`src/core/asuart_pkg.sv`:
```
// constants and types of the asynchronous serial core
// =====================================================================
// Summary of operation
// - serial unit runs only while mode select holds the value 1
// - bit time is twice integer plus fraction, in 24 MHz ticks
// - integer and fraction parts come from their own registers
// - divisor range covers 300 bps up to 921.6 kbps
// - eight-bit select picks 8 data bits, else 7
// - transmitter sends one or two stop bits; receiver checks one
// - parity bit present on both paths only when parity enabled
// - even parity is xor of data, odd its inverse
// - frame is start, data lsb first, parity, then stop bits
// - frame length runs from 9 to 12 bit times
// - idle line is high; a low level begins the start bit
// - receiver filters noise and rejects false start bits
// - transmit and receive queues hold four characters each
// - data port write pushes transmit only while enabled, read pops receive queue
// - handshake drives request output; clear input gates sending
// - new character waits for clear low; one in flight finishes
// - auto request low while receive queue has room for two
// =====================================================================
package asuart_pkg;
  // ===================================================================
  // clocking
  localparam int CLK_MHZ = 250;
  localparam int REF_MHZ = 24;
  localparam logic [7:0] TICK_STEP = 8'(REF_MHZ);
  localparam logic [7:0] TICK_MOD = 8'(CLK_MHZ);
  // ===================================================================
  // register byte addresses
  localparam logic [11:0] ADDR_MODE = 12'h000;
  localparam logic [11:0] ADDR_DATA = 12'h004;
  localparam logic [11:0] ADDR_BINT = 12'h008;
  localparam logic [11:0] ADDR_BFRAC = 12'h00c;
  localparam logic [11:0] ADDR_CFG = 12'h010;
  localparam logic [11:0] ADDR_STAT = 12'h014;
  // ===================================================================
  // line_config_register fields
  localparam int CFG_RTS = 0;
  localparam int CFG_8BIT = 1;
  localparam int CFG_2STP = 2;
  localparam int CFG_PAR = 3;
  localparam int CFG_ODD = 4;
  localparam int CFG_FLOW = 5;
  localparam int CFG_AUTO = 6;
  // status fields
  localparam int ST_CTS = 0;
  localparam int ST_RXVAL = 1;
  localparam int ST_TXFREE = 2;
  localparam int ST_RXOVF = 3;
  localparam int ST_FRMERR = 4;
  localparam int ST_PARERR = 5;
  localparam int ST_TXIDLE = 6;
  // ===================================================================
  // values
  localparam logic [1:0] MODE_UART = 2'h1;
  localparam logic [1:0] MODE_RST = 2'h0;
  localparam logic [15:0] BINT_RST = 16'h0068;
  localparam logic [6:0] CFG_RST = 7'h00;
  localparam logic [2:0] FIFO_DEPTH = 3'h4;
  localparam logic [2:0] RTS_ROOM_LIMIT = 3'h2;

  typedef enum logic {TX_IDLE, TX_SHIFT} asu_tx_t;
  typedef enum logic [1:0] {RX_IDLE, RX_START, RX_BITS, RX_STOP} asu_rx_t;
endpackage

```
`src/core/asuart_core.sv`:
```
// asynchronous serial core with apb registers
`timescale 1ns/10ps
module asuart_core (
  input wire logic CLK, // 250 MHz core clock
  input wire logic RSTN, // async reset, low
  input wire logic PSEL, // apb select
  input wire logic PENABLE, // apb access phase
  input wire logic PWRITE, // apb direction
  input wire logic [11:0] PADDR, // apb byte address
  input wire logic [31:0] PWDATA, // apb write data
  output logic [31:0] PRDATA, // apb read data
  output logic PREADY, // apb ready
  output logic PSLVERR, // apb error
  output logic TXD, // serial data out
  input wire logic RXD, // serial data in
  output logic NRTS, // request to send, low
  input wire logic NCTS // clear to send, low
);
  // ===================================================================
  // declarations
  logic [1:0] mode_q, mode_d;
  logic [15:0] bint_q, bint_d;
  logic bfrac_q, bfrac_d;
  logic [6:0] cfg_q, cfg_d;
  logic ovf_q, ovf_d, perr_q, perr_d, ferr_q, ferr_d;
  logic [31:0] prdata_q, prdata_d;
  logic pready_q, pready_d, pslverr_q, pslverr_d;
  logic [7:0] tacc_q, tacc_d;
  logic tick_q, tick_d;
  asuart_pkg::asu_tx_t tx_st_q, tx_st_d;
  logic [11:0] tx_sh_q, tx_sh_d;
  logic [3:0] tx_left_q, tx_left_d;
  logic [16:0] tx_cnt_q, tx_cnt_d;
  logic txd_q, txd_d, rts_q, rts_d;
  asuart_pkg::asu_rx_t rx_st_q, rx_st_d;
  logic [2:0] rxf_q, rxf_d;
  logic [16:0] rx_cnt_q, rx_cnt_d;
  logic [8:0] rx_sh_q, rx_sh_d;
  logic [3:0] rx_n_q, rx_n_d;
  logic en, done, acc_data, tx_push, rx_pop, tx_pop, rx_push, ovf_evt;
  logic [16:0] div;
  logic [3:0] nd, nbits;
  logic [7:0] tx_rdata;
  logic [9:0] rx_rdata, rx_wdata;
  logic tx_full, tx_empty, rx_full, rx_empty, maj;
  logic [2:0] tx_count, rx_count;

  assign en = (mode_q == asuart_pkg::MODE_UART);
  // bit time in 24 MHz ticks
  assign div = {bint_q, 1'b0} + {16'h0000, bfrac_q};
  assign nd = cfg_q[asuart_pkg::CFG_8BIT] ? 4'h8 : 4'h7;
  assign nbits = nd + {3'h0, cfg_q[asuart_pkg::CFG_PAR]};
  assign done = PSEL && PENABLE && pready_q;
  assign acc_data = done && (PADDR == asuart_pkg::ADDR_DATA);
  assign tx_push = acc_data && PWRITE && en;
  assign rx_pop = acc_data && !PWRITE;
  assign maj = (rxf_q[0] & rxf_q[1]) | (rxf_q[1] & rxf_q[2]) |
               (rxf_q[0] & rxf_q[2]);

  assign PRDATA = prdata_q;
  assign PREADY = pready_q;
  assign PSLVERR = pslverr_q;
  assign TXD = txd_q;
  assign NRTS = rts_q;

  // ===================================================================
  // queues
  asuart_fifo #(.W(8)) u_txq (
    .clk(CLK), .rst_n(RSTN), .push(tx_push), .wdata(PWDATA[7:0]),
    .pop(tx_pop), .rdata(tx_rdata), .full(tx_full), .empty(tx_empty),
    .count(tx_count)
  );
  asuart_fifo #(.W(10)) u_rxq (
    .clk(CLK), .rst_n(RSTN), .push(rx_push), .wdata(rx_wdata),
    .pop(rx_pop), .rdata(rx_rdata), .full(rx_full), .empty(rx_empty),
    .count(rx_count)
  );

  // ===================================================================
  // apb registers
  always_comb begin
    mode_d = mode_q;
    bint_d = bint_q;
    bfrac_d = bfrac_q;
    cfg_d = cfg_q;
    prdata_d = prdata_q;
    pslverr_d = 1'b0;
    // one wait state: ready rises after the first access cycle
    pready_d = PSEL && PENABLE && !pready_q;
    if (PSEL && PENABLE && !pready_q) begin
      prdata_d = 32'h0000_0000;
      if (PADDR == asuart_pkg::ADDR_MODE) begin
        prdata_d[1:0] = mode_q;
      end else if (PADDR == asuart_pkg::ADDR_DATA) begin
        prdata_d[7:0] = rx_rdata[7:0];
      end else if (PADDR == asuart_pkg::ADDR_BINT) begin
        prdata_d[15:0] = bint_q;
      end else if (PADDR == asuart_pkg::ADDR_BFRAC) begin
        prdata_d[0] = bfrac_q;
      end else if (PADDR == asuart_pkg::ADDR_CFG) begin
        prdata_d[6:0] = cfg_q;
      end else if (PADDR == asuart_pkg::ADDR_STAT) begin
        prdata_d[asuart_pkg::ST_CTS] = !NCTS;
        prdata_d[asuart_pkg::ST_RXVAL] = !rx_empty;
        prdata_d[asuart_pkg::ST_TXFREE] = !tx_full;
        prdata_d[asuart_pkg::ST_RXOVF] = ovf_q;
        prdata_d[asuart_pkg::ST_FRMERR] = ferr_q;
        prdata_d[asuart_pkg::ST_PARERR] = perr_q;
        prdata_d[asuart_pkg::ST_TXIDLE] = tx_empty && tx_st_q == 
                                          asuart_pkg::TX_IDLE;
      end else begin
        pslverr_d = 1'b1;
      end
    end
    if (done && PWRITE) begin
      if (PADDR == asuart_pkg::ADDR_MODE) begin
        mode_d = PWDATA[1:0];
      end else if (PADDR == asuart_pkg::ADDR_BINT) begin
        bint_d = PWDATA[15:0];
      end else if (PADDR == asuart_pkg::ADDR_BFRAC) begin
        bfrac_d = PWDATA[0];
      end else if (PADDR == asuart_pkg::ADDR_CFG) begin
        cfg_d = PWDATA[6:0];
      end
    end
    // error flags follow the character just taken off the queue, and clear while the queue is empty
    perr_d = perr_q;
    ferr_d = ferr_q;
    if (rx_pop && !rx_empty) begin
      perr_d = rx_rdata[9];
      ferr_d = rx_rdata[8];
    end else if (rx_empty) begin
      perr_d = 1'b0;
      ferr_d = 1'b0;
    end
    // status read clears overrun; a new overrun in that cycle wins
    ovf_d = (ovf_q && !(done && !PWRITE &&
             PADDR == asuart_pkg::ADDR_STAT)) || ovf_evt;
  end

  always_ff @(posedge CLK or negedge RSTN) begin
    if (!RSTN) begin
      mode_q <= asuart_pkg::MODE_RST;
      bint_q <= asuart_pkg::BINT_RST;
      bfrac_q <= 1'b0;
      cfg_q <= asuart_pkg::CFG_RST;
      prdata_q <= 32'h0000_0000;
      pready_q <= 1'b0;
      pslverr_q <= 1'b0;
      perr_q <= 1'b0;
      ferr_q <= 1'b0;
      ovf_q <= 1'b0;
    end else begin
      mode_q <= mode_d;
      bint_q <= bint_d;
      bfrac_q <= bfrac_d;
      cfg_q <= cfg_d;
      prdata_q <= prdata_d;
      pready_q <= pready_d;
      pslverr_q <= pslverr_d;
      perr_q <= perr_d;
      ferr_q <= ferr_d;
      ovf_q <= ovf_d;
    end
  end

  // ===================================================================
  // 24 MHz tick from the 250 MHz clock by fractional accumulation
  always_comb begin
    logic [8:0] s;
    s = {1'b0, tacc_q} + {1'b0, asuart_pkg::TICK_STEP};
    tick_d = (s >= {1'b0, asuart_pkg::TICK_MOD});
    tacc_d = tick_d ? 8'(s - {1'b0, asuart_pkg::TICK_MOD}) : s[7:0];
  end

  always_ff @(posedge CLK or negedge RSTN) begin
    if (!RSTN) begin
      tacc_q <= 8'h00;
      tick_q <= 1'b0;
    end else begin
      tacc_q <= tacc_d;
      tick_q <= tick_d;
    end
  end

  // ===================================================================
  // transmitter
  always_comb begin
    logic cts_ok, par;
    tx_st_d = tx_st_q;
    tx_sh_d = tx_sh_q;
    tx_left_d = tx_left_q;
    tx_cnt_d = tx_cnt_q;
    txd_d = txd_q;
    tx_pop = 1'b0;
    cts_ok = !cfg_q[asuart_pkg::CFG_FLOW] || !NCTS;
    par = ^(tx_rdata & (cfg_q[asuart_pkg::CFG_8BIT] ? 8'hff : 8'h7f)) ^
          cfg_q[asuart_pkg::CFG_ODD];
    case (tx_st_q)
      asuart_pkg::TX_IDLE: begin
        txd_d = 1'b1;
        if (en && !tx_empty && cts_ok) begin
          tx_pop = 1'b1;
          // start, data lsb first, parity, stop bits fill with ones
          tx_sh_d = 12'hfff;
          tx_sh_d[0] = 1'b0;
          for (int i = 0; i < 8; i++) begin
            if (4'(i) < nd) begin
              tx_sh_d[i + 1] = tx_rdata[i];
            end
          end
          if (cfg_q[asuart_pkg::CFG_PAR]) begin
            tx_sh_d[nd + 4'h1] = par;
          end
          tx_left_d = 4'h2 + nbits +
                      {3'h0, cfg_q[asuart_pkg::CFG_2STP]};
          tx_cnt_d = 17'h0_0000;
          txd_d = 1'b0;
          tx_st_d = asuart_pkg::TX_SHIFT;
        end
      end
      asuart_pkg::TX_SHIFT: begin
        if (tick_q) begin
          if (tx_cnt_q >= div - 17'h0_0001) begin
            tx_cnt_d = 17'h0_0000;
            tx_sh_d = {1'b1, tx_sh_q[11:1]};
            tx_left_d = tx_left_q - 4'h1;
            txd_d = tx_sh_q[1];
            if (tx_left_q == 4'h1) begin
              txd_d = 1'b1;
              tx_st_d = asuart_pkg::TX_IDLE;
            end
          end else begin
            tx_cnt_d = tx_cnt_q + 17'h0_0001;
          end
        end
      end
      default: tx_st_d = asuart_pkg::TX_IDLE;
    endcase
    if (!en) begin
      tx_st_d = asuart_pkg::TX_IDLE;
      txd_d = 1'b1;
    end
    rts_d = cfg_q[asuart_pkg::CFG_AUTO] ?
            (rx_count > asuart_pkg::RTS_ROOM_LIMIT) :
            cfg_q[asuart_pkg::CFG_RTS];
  end

  always_ff @(posedge CLK or negedge RSTN) begin
    if (!RSTN) begin
      tx_st_q <= asuart_pkg::TX_IDLE;
      tx_sh_q <= 12'hfff;
      tx_left_q <= 4'h0;
      tx_cnt_q <= 17'h0_0000;
      txd_q <= 1'b1;
      rts_q <= 1'b1;
    end else begin
      tx_st_q <= tx_st_d;
      tx_sh_q <= tx_sh_d;
      tx_left_q <= tx_left_d;
      tx_cnt_q <= tx_cnt_d;
      txd_q <= txd_d;
      rts_q <= rts_d;
    end
  end

  // ===================================================================
  // receiver: 3-sample majority at 24 MHz, sampled mid-bit
  always_comb begin
    logic [8:0] al;
    logic [7:0] dat;
    rx_st_d = rx_st_q;
    rx_cnt_d = rx_cnt_q;
    rx_sh_d = rx_sh_q;
    rx_n_d = rx_n_q;
    rxf_d = tick_q ? {rxf_q[1:0], RXD} : rxf_q;
    rx_push = 1'b0;
    ovf_evt = 1'b0;
    al = rx_sh_q >> (4'h9 - nbits);
    dat = cfg_q[asuart_pkg::CFG_8BIT] ? al[7:0] : {1'b0, al[6:0]};
    rx_wdata = {cfg_q[asuart_pkg::CFG_PAR] && (al[nd] != (^dat ^
                cfg_q[asuart_pkg::CFG_ODD])), !maj, dat};
    case (rx_st_q)
      asuart_pkg::RX_IDLE: begin
        if (!maj) begin
          rx_cnt_d = 17'h0_0000;
          rx_st_d = asuart_pkg::RX_START;
        end
      end
      asuart_pkg::RX_START: begin
        if (tick_q) begin
          rx_cnt_d = rx_cnt_q + 17'h0_0001;
          if (rx_cnt_q >= {1'b0, div[16:1]}) begin
            rx_cnt_d = 17'h0_0000;
            rx_n_d = 4'h0;
            // high again at mid start: a glitch, not a character
            rx_st_d = maj ? asuart_pkg::RX_IDLE :
                            asuart_pkg::RX_BITS;
          end
        end
      end
      asuart_pkg::RX_BITS: begin
        if (tick_q) begin
          rx_cnt_d = rx_cnt_q + 17'h0_0001;
          if (rx_cnt_q >= div - 17'h0_0001) begin
            rx_cnt_d = 17'h0_0000;
            rx_sh_d = {maj, rx_sh_q[8:1]};
            rx_n_d = rx_n_q + 4'h1;
            if (rx_n_q + 4'h1 == nbits) begin
              rx_st_d = asuart_pkg::RX_STOP;
            end
          end
        end
      end
      asuart_pkg::RX_STOP: begin
        if (tick_q) begin
          rx_cnt_d = rx_cnt_q + 17'h0_0001;
          if (rx_cnt_q >= div - 17'h0_0001) begin
            // only one stop bit checked, whatever the tx setting
            rx_st_d = asuart_pkg::RX_IDLE;
            rx_push = !rx_full;
            ovf_evt = rx_full;
          end
        end
      end
      default: rx_st_d = asuart_pkg::RX_IDLE;
    endcase
    if (!en) begin
      rx_st_d = asuart_pkg::RX_IDLE;
      rx_push = 1'b0;
      ovf_evt = 1'b0;
    end
  end

  always_ff @(posedge CLK or negedge RSTN) begin
    if (!RSTN) begin
      rx_st_q <= asuart_pkg::RX_IDLE;
      rxf_q <= 3'h7;
      rx_cnt_q <= 17'h0_0000;
      rx_sh_q <= 9'h000;
      rx_n_q <= 4'h0;
    end else begin
      rx_st_q <= rx_st_d;
      rxf_q <= rxf_d;
      rx_cnt_q <= rx_cnt_d;
      rx_sh_q <= rx_sh_d;
      rx_n_q <= rx_n_d;
    end
  end

  // ===================================================================
  // checks
  a_mode_gate_idle: assert property (@(posedge CLK) disable iff (!RSTN)
    !en && $past(!en) |-> TXD && tx_st_q == asuart_pkg::TX_IDLE)
    else $error("line active while disabled");
  a_tick_rate_spacing: assert property (@(posedge CLK) disable iff (!RSTN)
    tick_q |=> !tick_q ##1 !tick_q ##1 !tick_q ##1 !tick_q ##1 !tick_q ##1
    !tick_q ##1 !tick_q ##1 !tick_q ##1 !tick_q)
    else $error("24 MHz tick too frequent");
  a_cts_gate_start: assert property (@(posedge CLK) disable iff (!RSTN)
    $rose(tx_st_q == asuart_pkg::TX_SHIFT) |->
    $past(!cfg_q[asuart_pkg::CFG_FLOW] || !NCTS))
    else $error("character started without clear");
  a_start_bit_low: assert property (@(posedge CLK) disable iff (!RSTN)
    $rose(tx_st_q == asuart_pkg::TX_SHIFT) |-> !TXD ##1 !TXD)
    else $error("frame did not open with a low start");
  a_frame_length: assert property (@(posedge CLK) disable iff (!RSTN)
    $rose(tx_st_q == asuart_pkg::TX_SHIFT) |->
    tx_left_q >= 4'h9 && tx_left_q <= 4'hc)
    else $error("frame length out of 9 to 12");
  a_rts_auto_room: assert property (@(posedge CLK) disable iff (!RSTN)
    cfg_q[asuart_pkg::CFG_AUTO] && $stable(cfg_q) && rx_count <= 3'h2
    |=> !NRTS) else $error("request high with room for two");
  a_overrun_flag: assert property (@(posedge CLK) disable iff (!RSTN)
    ovf_evt |-> !rx_push ##1 ovf_q)
    else $error("overrun not flagged or char stored");
  a_false_start: assert property (@(posedge CLK) disable iff (!RSTN)
    rx_st_q == asuart_pkg::RX_START && tick_q && maj &&
    rx_cnt_q >= {1'b0, div[16:1]} |=> rx_st_q == asuart_pkg::RX_IDLE)
    else $error("glitch accepted as start");
  a_pop_on_read: assert property (@(posedge CLK) disable iff (!RSTN)
    rx_pop && !rx_empty && !rx_push |=> rx_count == $past(rx_count) - 3'h1)
    else $error("data read did not pop receive queue");
endmodule

```
`src/core/asuart_fifo.sv`:
```
// four-entry character queue
`timescale 1ns/10ps
module asuart_fifo #(
  parameter int W = 10
) (
  input wire logic clk, // core clock
  input wire logic rst_n, // async reset, low
  input wire logic push, // write strobe
  input wire logic [W-1:0] wdata, // entry written
  input wire logic pop, // read strobe
  output logic [W-1:0] rdata, // oldest entry
  output logic full, // no room left
  output logic empty, // nothing stored
  output logic [2:0] count // entries held
);
  logic [W-1:0] mem_q [4];
  logic [W-1:0] mem_d [4];
  logic [2:0] wp_q, wp_d, rp_q, rp_d;

  assign count = wp_q - rp_q;
  assign full = (count == asuart_pkg::FIFO_DEPTH);
  assign empty = (count == 3'h0);
  assign rdata = mem_q[rp_q[1:0]];

  always_comb begin
    mem_d = mem_q;
    wp_d = wp_q;
    rp_d = rp_q;
    if (push && !full) begin
      mem_d[wp_q[1:0]] = wdata;
      wp_d = wp_q + 3'h1;
    end
    if (pop && !empty) begin
      rp_d = rp_q + 3'h1;
    end
  end

  genvar i;
  generate
    for (i = 0; i < 4; i++) begin : g_ent
      always_ff @(posedge clk or negedge rst_n) begin
        if (!rst_n) begin
          mem_q[i] <= '0;
        end else begin
          mem_q[i] <= mem_d[i];
        end
      end
    end
  endgenerate

  always_ff @(posedge clk or negedge rst_n) begin
    if (!rst_n) begin
      wp_q <= 3'h0;
      rp_q <= 3'h0;
    end else begin
      wp_q <= wp_d;
      rp_q <= rp_d;
    end
  end

  a_depth_bound: assert property (@(posedge clk) disable iff (!rst_n)
    count <= 3'h4) else $error("queue holds more than four");
  a_push_when_full: assert property (@(posedge clk) disable iff (!rst_n)
    full && push && !pop |=> full && $stable(wp_q))
    else $error("push into full queue changed it");
endmodule

```
`config.mk`:
```
export PLATFORM = sky130hd
export DESIGN_NAME = asuart_core
export DESIGN_NICKNAME = d
export VERILOG_FILES = /design/src/core/asuart_pkg.sv /design/src/core/asuart_core.sv /design/src/core/asuart_fifo.sv
export SDC_FILE = /design/constraint.sdc
export NUM_CORES = 1
export LEC_CHECK = 0
export ABC_CLOCK_PERIOD_IN_PS = 4900
export BUFFER_PORTS_ARGS = -buffer_cell sky130_fd_sc_hd__buf_2
export CAP_MARGIN = 20
export CORE_MARGIN = 2
export CORE_UTILIZATION = 35
export DETAILED_ROUTE_END_ITERATION = 10
export SETUP_SLACK_MARGIN = 0.5
export SLEW_MARGIN = 20
export SYNTH_ARGS = -nofsm -noshare
export SYNTH_HDL_FRONTEND = slang
export SYNTH_SLANG_ARGS = --single-unit
```
`constraint.sdc`:
```
create_clock -name CLK -period 4.9 [get_ports CLK]
set_clock_uncertainty 0.2 [all_clocks]
set_input_delay 0.49 -clock CLK [delete_from_list [all_inputs] [get_ports CLK]]
set_output_delay 0.49 -clock CLK [all_outputs]
set_load 0.005 [all_outputs]
```
==> impl_metrics.yaml <==
run_status:
  run_status: "finished, final reports clean"
timing:
  period_needed_ps: 4480
  worst_slew_margin_rel_pct: 36.6
  rsz_0062_raised_after_global_routing: "true"
  final.period_utilization_pct: 91.5
  timing_max_transition_violations_final: 0
  timing.hold.ws_ps: 26.6
  worst_pin_slew_ps: 952
  final_hold_viol_count: 0
  setup_viol: 0
  max_freq_ghz: 0.223
  finalSetupTns_ps: 0
clock_network:
  clock_tree.root_cell: "sky130_fd_sc_hd__clkbuf_16"
  numClockSinks: 207
  tritoncts.num_buffers: 24
  cts.htree.levels: 1
  cts_tree: "done"
  clkTransAtPathRegs_ps: 70
  worst_skew_late_latency_ps: 540
  max-clock-path-buffers: 3
synthesis:
  synth-edff-count: 0
  yosysWarningCount: 0
  yosysMostFrequentCell: "sky130_fd_sc_hd__dfrtp_1"
  synth.cells.most_frequent: "sky130_fd_sc_hd__dfrtp_1, sky130_fd_sc_hd__nand2_1, sky130_fd_sc_hd__o21ai_0, sky130_fd_sc_hd__mux2_2, sky130_fd_sc_hd__ha_1"
  ys_dominant_reg_cell: "sky130_fd_sc_hd__dfrtp_1"
  syn-instance-count: 1173
  synth.ff_latch_count: 207
  synth_async_sr_flop_share_pct: 100
  synth.top_cells.by_area: "sky130_fd_sc_hd__dfrtp_1, sky130_fd_sc_hd__mux2_2, sky130_fd_sc_hd__ha_1, sky130_fd_sc_hd__o21ai_0, sky130_fd_sc_hd__mux4_2"
  synth.top_cell.area_share_pct: 38.9
  post_syn_area_per_cell_sq_um: 10.4
  post_synthesis_cell_area_sq_um: 12200
  synth_sequential_area_ratio_pct: 42.6
  number_of_distinct_library_cells_after_synthesis: 79
  cell_type_with_the_largest_total_area_after_synthesis: "sky130_fd_sc_hd__dfrtp_1"
grt:
  number_of_antenna_violations_at_the_first_check_in_global_routing: 3
  first_global_vias: 8910
  maximum_number_of_pins_on_one_net_before_global_route_repair: 121
  grt_first_pass_wirelength_um: 48900
  grt_overflow_total: 0
  track_usage_pct: 16.9
worst_setup_path:
  critical-path-max-stage-delay_ps: 490
  timing.rr.start: "bint_q[0]"
  critical-path-slowest-cell: "sky130_fd_sc_hd__or4b_4"
  timing.critical_path.to: "u_rxq.mem_q[4]"
  worst_path_most_repeated_cell: "sky130_fd_sc_hd__nand3_2"
  critical-path-top-delay-family: "simple AND/OR/NAND/NOR gates"
  crit_required_ps: 5120
  worst-r2r-setup-slack_ps: 420
  reg2reg_to: "u_rxq.mem_q[4]"
  highest_fanout_seen_on_the_critical_path: 6
  cp.buffers_inverters: 3
  critPathLaunch: "bint_q[0]"
  worstSetupEndpointType: "flop"
  cp.depth: 18
  worst_r2r_path_depth: 18
  cp_cell_sequence: "inv_2 > ha_4 > or4b_4 > nor4_4 > nand3_2 > xnor2_2 > ha_1 > nand3_2 > or2_4 > a2111oi_4 > a41o_1 > o2111ai_2 > and2_4 > nor4b_4 > buf_6 > buf_12 > nand2_8 > mux2_4"
  timing.critical_path.from_type: "flop"
  critical_path_class: "reg2reg"
  critical_path_arrival_ps: 4700
place:
  portBuffers: 54
  place.gp.congestion: 0.867
  place_hpwl_um: 21400
  placed_cell_area_sq_um: 13000
power:
  internal_power_uw: 2880
  netSwitchingFraction_pct: 22.2
  power_density_nw_per_um2: 255
  power_uw: 3700
  clockPowerShare_pct: 50.6
  power_share_of_the_sequential_group_pct: 46.5
  max-vdd-ir-drop_mv: 0.245
  p_switching_uw: 823
  combinationalPowerShare_pct: 2.9
  power.leakage_uw: 0.00702
route:
  initial_drc_count: 606
  finalWirelength_um: 30900
  drt_pass1_iterations: 5
  num_vias: 9165
  drc: 0
  final_antenna_net_count: 0
  drt-wirelength-per-cell_um: 17.7
  vias_per_cell: 5.26
floorplan:
  effective_utilization_at_floorplan_pct: 35.4
  full_die_area_sq_um: 36400
  die_h_um: 191
  design.portCount: 87
  core-area_sq_um: 34500
  core.rowCount: 68
  die-width_um: 191
layout:
  final_area_sq_um: 14500
  nNetsFinal: 1393
  filler_cell_count: 3284
  area.growth.synth_to_final_pct: 18.9
  utilization_pct: 42.1
  drive_above_1_share_pct: 25.8
min_path:
  hold_path_class: "in2reg"
flow_run:
  max_cap_violations: 0
-- timing repair --
item / in CTS / in global routing
endpoints found under the hold margin: 106 / 0
gates cloned: 6 / 3
gates resized for setup: 18 / 52
hold buffers: 9 / 0
buffers inserted: 16 / 10
setup endpoints to repair: 64 / 73
pin swaps: 16 / 30
-- worst reg2reg max path, delay by kind of cell, from the launching register on --
kind,cells,cell delay (ps)
buf+inv,3,410
mux,1,320
fa+ha+maj,2,440
flops,1,410
simple gates,8,1840
xor+xnor,1,170
compound gates,3,580
-- per-stage QoR --
step / instances / worst slack [ps]
after floorplan: 1188 / 207
final: 1744 / 417
after CTS: 1729 / 330
after detailed placement: 1654 / -14.9
after global routing: 1743 / 266
after global placement: 1654 / 93.2
-- how the worst min path moves through the flow --
stage	from	slack (ps)	cells after the start	endpoint
floorplan	RSTN	-6	0	PRDATA[0]
global placement	PRDATA[11]	250	2	PRDATA[11]
detailed placement	PRDATA[11]	250	2	PRDATA[11]
CTS	PWDATA[13]	7	3	bint_q[13]
global route	PWDATA[13]	30	3	bint_q[13]
finish	PWDATA[13]	30	3	bint_q[13]
-- cell families (layout without fill, tap and decap cells) --
group	Yosys count	after routing	share of synthesized area, %
buf+inv	121	215	4.41
flops	207	207	42.6
mux	138	138	14.8
xor+xnor	54	54	3.99
other cells	1	18	0.0307
fa+ha+maj	75	75	7.71
compound gates	230	230	11.7
simple gates	347	352	14.8
-- power groups by stage --
stage	Combinational (uW)	Sequential (uW)	Clock [uW]
after global placement	102	1750	0
after CTS	109	1720	1920
after global routing	124	1720	2000
after detailed placement	103	1750	0
after floorplan	36.6	1750	0
final	108	1720	1870
-- area by class of cell --
class / instances / area (sq um) / area share [%]
Timing Repair Buffer: 114 / 841 / 5.79
Clock buffer: 35 / 682 / 4.70
Clock inverter: 9 / 154 / 1.06
Inverter: 57 / 214 / 1.47
Antenna cell: 2 / 5.00 / 0.0345
Multi-Input combinational cell: 865 / 6850 / 47.2
Tap cell: 455 / 569 / 3.92
Sequential cell: 207 / 5200 / 35.8
-- sequential cells by signal (all words and copies together), names as in the netlist, 9 cells and up --
signal / flops
rx_cnt_q: 17
tx_sh_q: 9
u_rxq.mem_q: 40
PRDATA: 16
rx_sh_q: 9
bint_q: 16
tx_cnt_q: 17
u_txq.mem_q: 32
-- placed cells by master (no fill, tap or decap), types with 5 or more instances in the layout --
| cell | n |
|---|---|
| sky130_fd_sc_hd__a211oi_1 | 7 |
| sky130_fd_sc_hd__a21o_1 | 20 |
| sky130_fd_sc_hd__a21oi_1 | 26 |
| sky130_fd_sc_hd__a221oi_1 | 6 |
| sky130_fd_sc_hd__a22oi_1 | 10 |
| sky130_fd_sc_hd__a31oi_1 | 8 |
| sky130_fd_sc_hd__and2_1 | 9 |
| sky130_fd_sc_hd__and3_1 | 26 |
| sky130_fd_sc_hd__buf_2 | 54 |
| sky130_fd_sc_hd__buf_4 | 36 |
| sky130_fd_sc_hd__buf_6 | 10 |
| sky130_fd_sc_hd__clkbuf_1 | 7 |
| sky130_fd_sc_hd__clkbuf_16 | 24 |
| sky130_fd_sc_hd__conb_1 | 16 |
| sky130_fd_sc_hd__dfrtp_1 | 189 |
| sky130_fd_sc_hd__dfstp_2 | 17 |
| sky130_fd_sc_hd__dlygate4sd3_1 | 9 |
| sky130_fd_sc_hd__ha_1 | 71 |
| sky130_fd_sc_hd__inv_1 | 54 |
| sky130_fd_sc_hd__mux2_2 | 88 |
| sky130_fd_sc_hd__mux2_4 | 12 |
| sky130_fd_sc_hd__mux2i_1 | 17 |
| sky130_fd_sc_hd__mux4_2 | 21 |
| sky130_fd_sc_hd__nand2_1 | 112 |
| sky130_fd_sc_hd__nand2_8 | 5 |
| sky130_fd_sc_hd__nand2b_1 | 17 |
| sky130_fd_sc_hd__nand3_1 | 37 |
| sky130_fd_sc_hd__nand4_1 | 9 |
| sky130_fd_sc_hd__nor2_1 | 43 |
| sky130_fd_sc_hd__nor2b_1 | 9 |
| sky130_fd_sc_hd__nor3_1 | 22 |
| sky130_fd_sc_hd__nor3b_1 | 12 |
| sky130_fd_sc_hd__nor4_1 | 7 |
| sky130_fd_sc_hd__o21ai_0 | 91 |
| sky130_fd_sc_hd__o21ai_1 | 13 |
| sky130_fd_sc_hd__o31ai_1 | 5 |
| sky130_fd_sc_hd__or3_1 | 8 |
| sky130_fd_sc_hd__xnor2_1 | 36 |
| sky130_fd_sc_hd__xor2_1 | 13 |
-- per-layer routing --
layer,part of all wire (%),up-vias,track usage (%)
met4,2.8,2,5.13
met2,47,191,27.4
met5,0.042,-,0
met3,4.4,54,3.00
li1,-,4398,-
met1,46,4520,23.1
(Power assumes the default switching activity.)
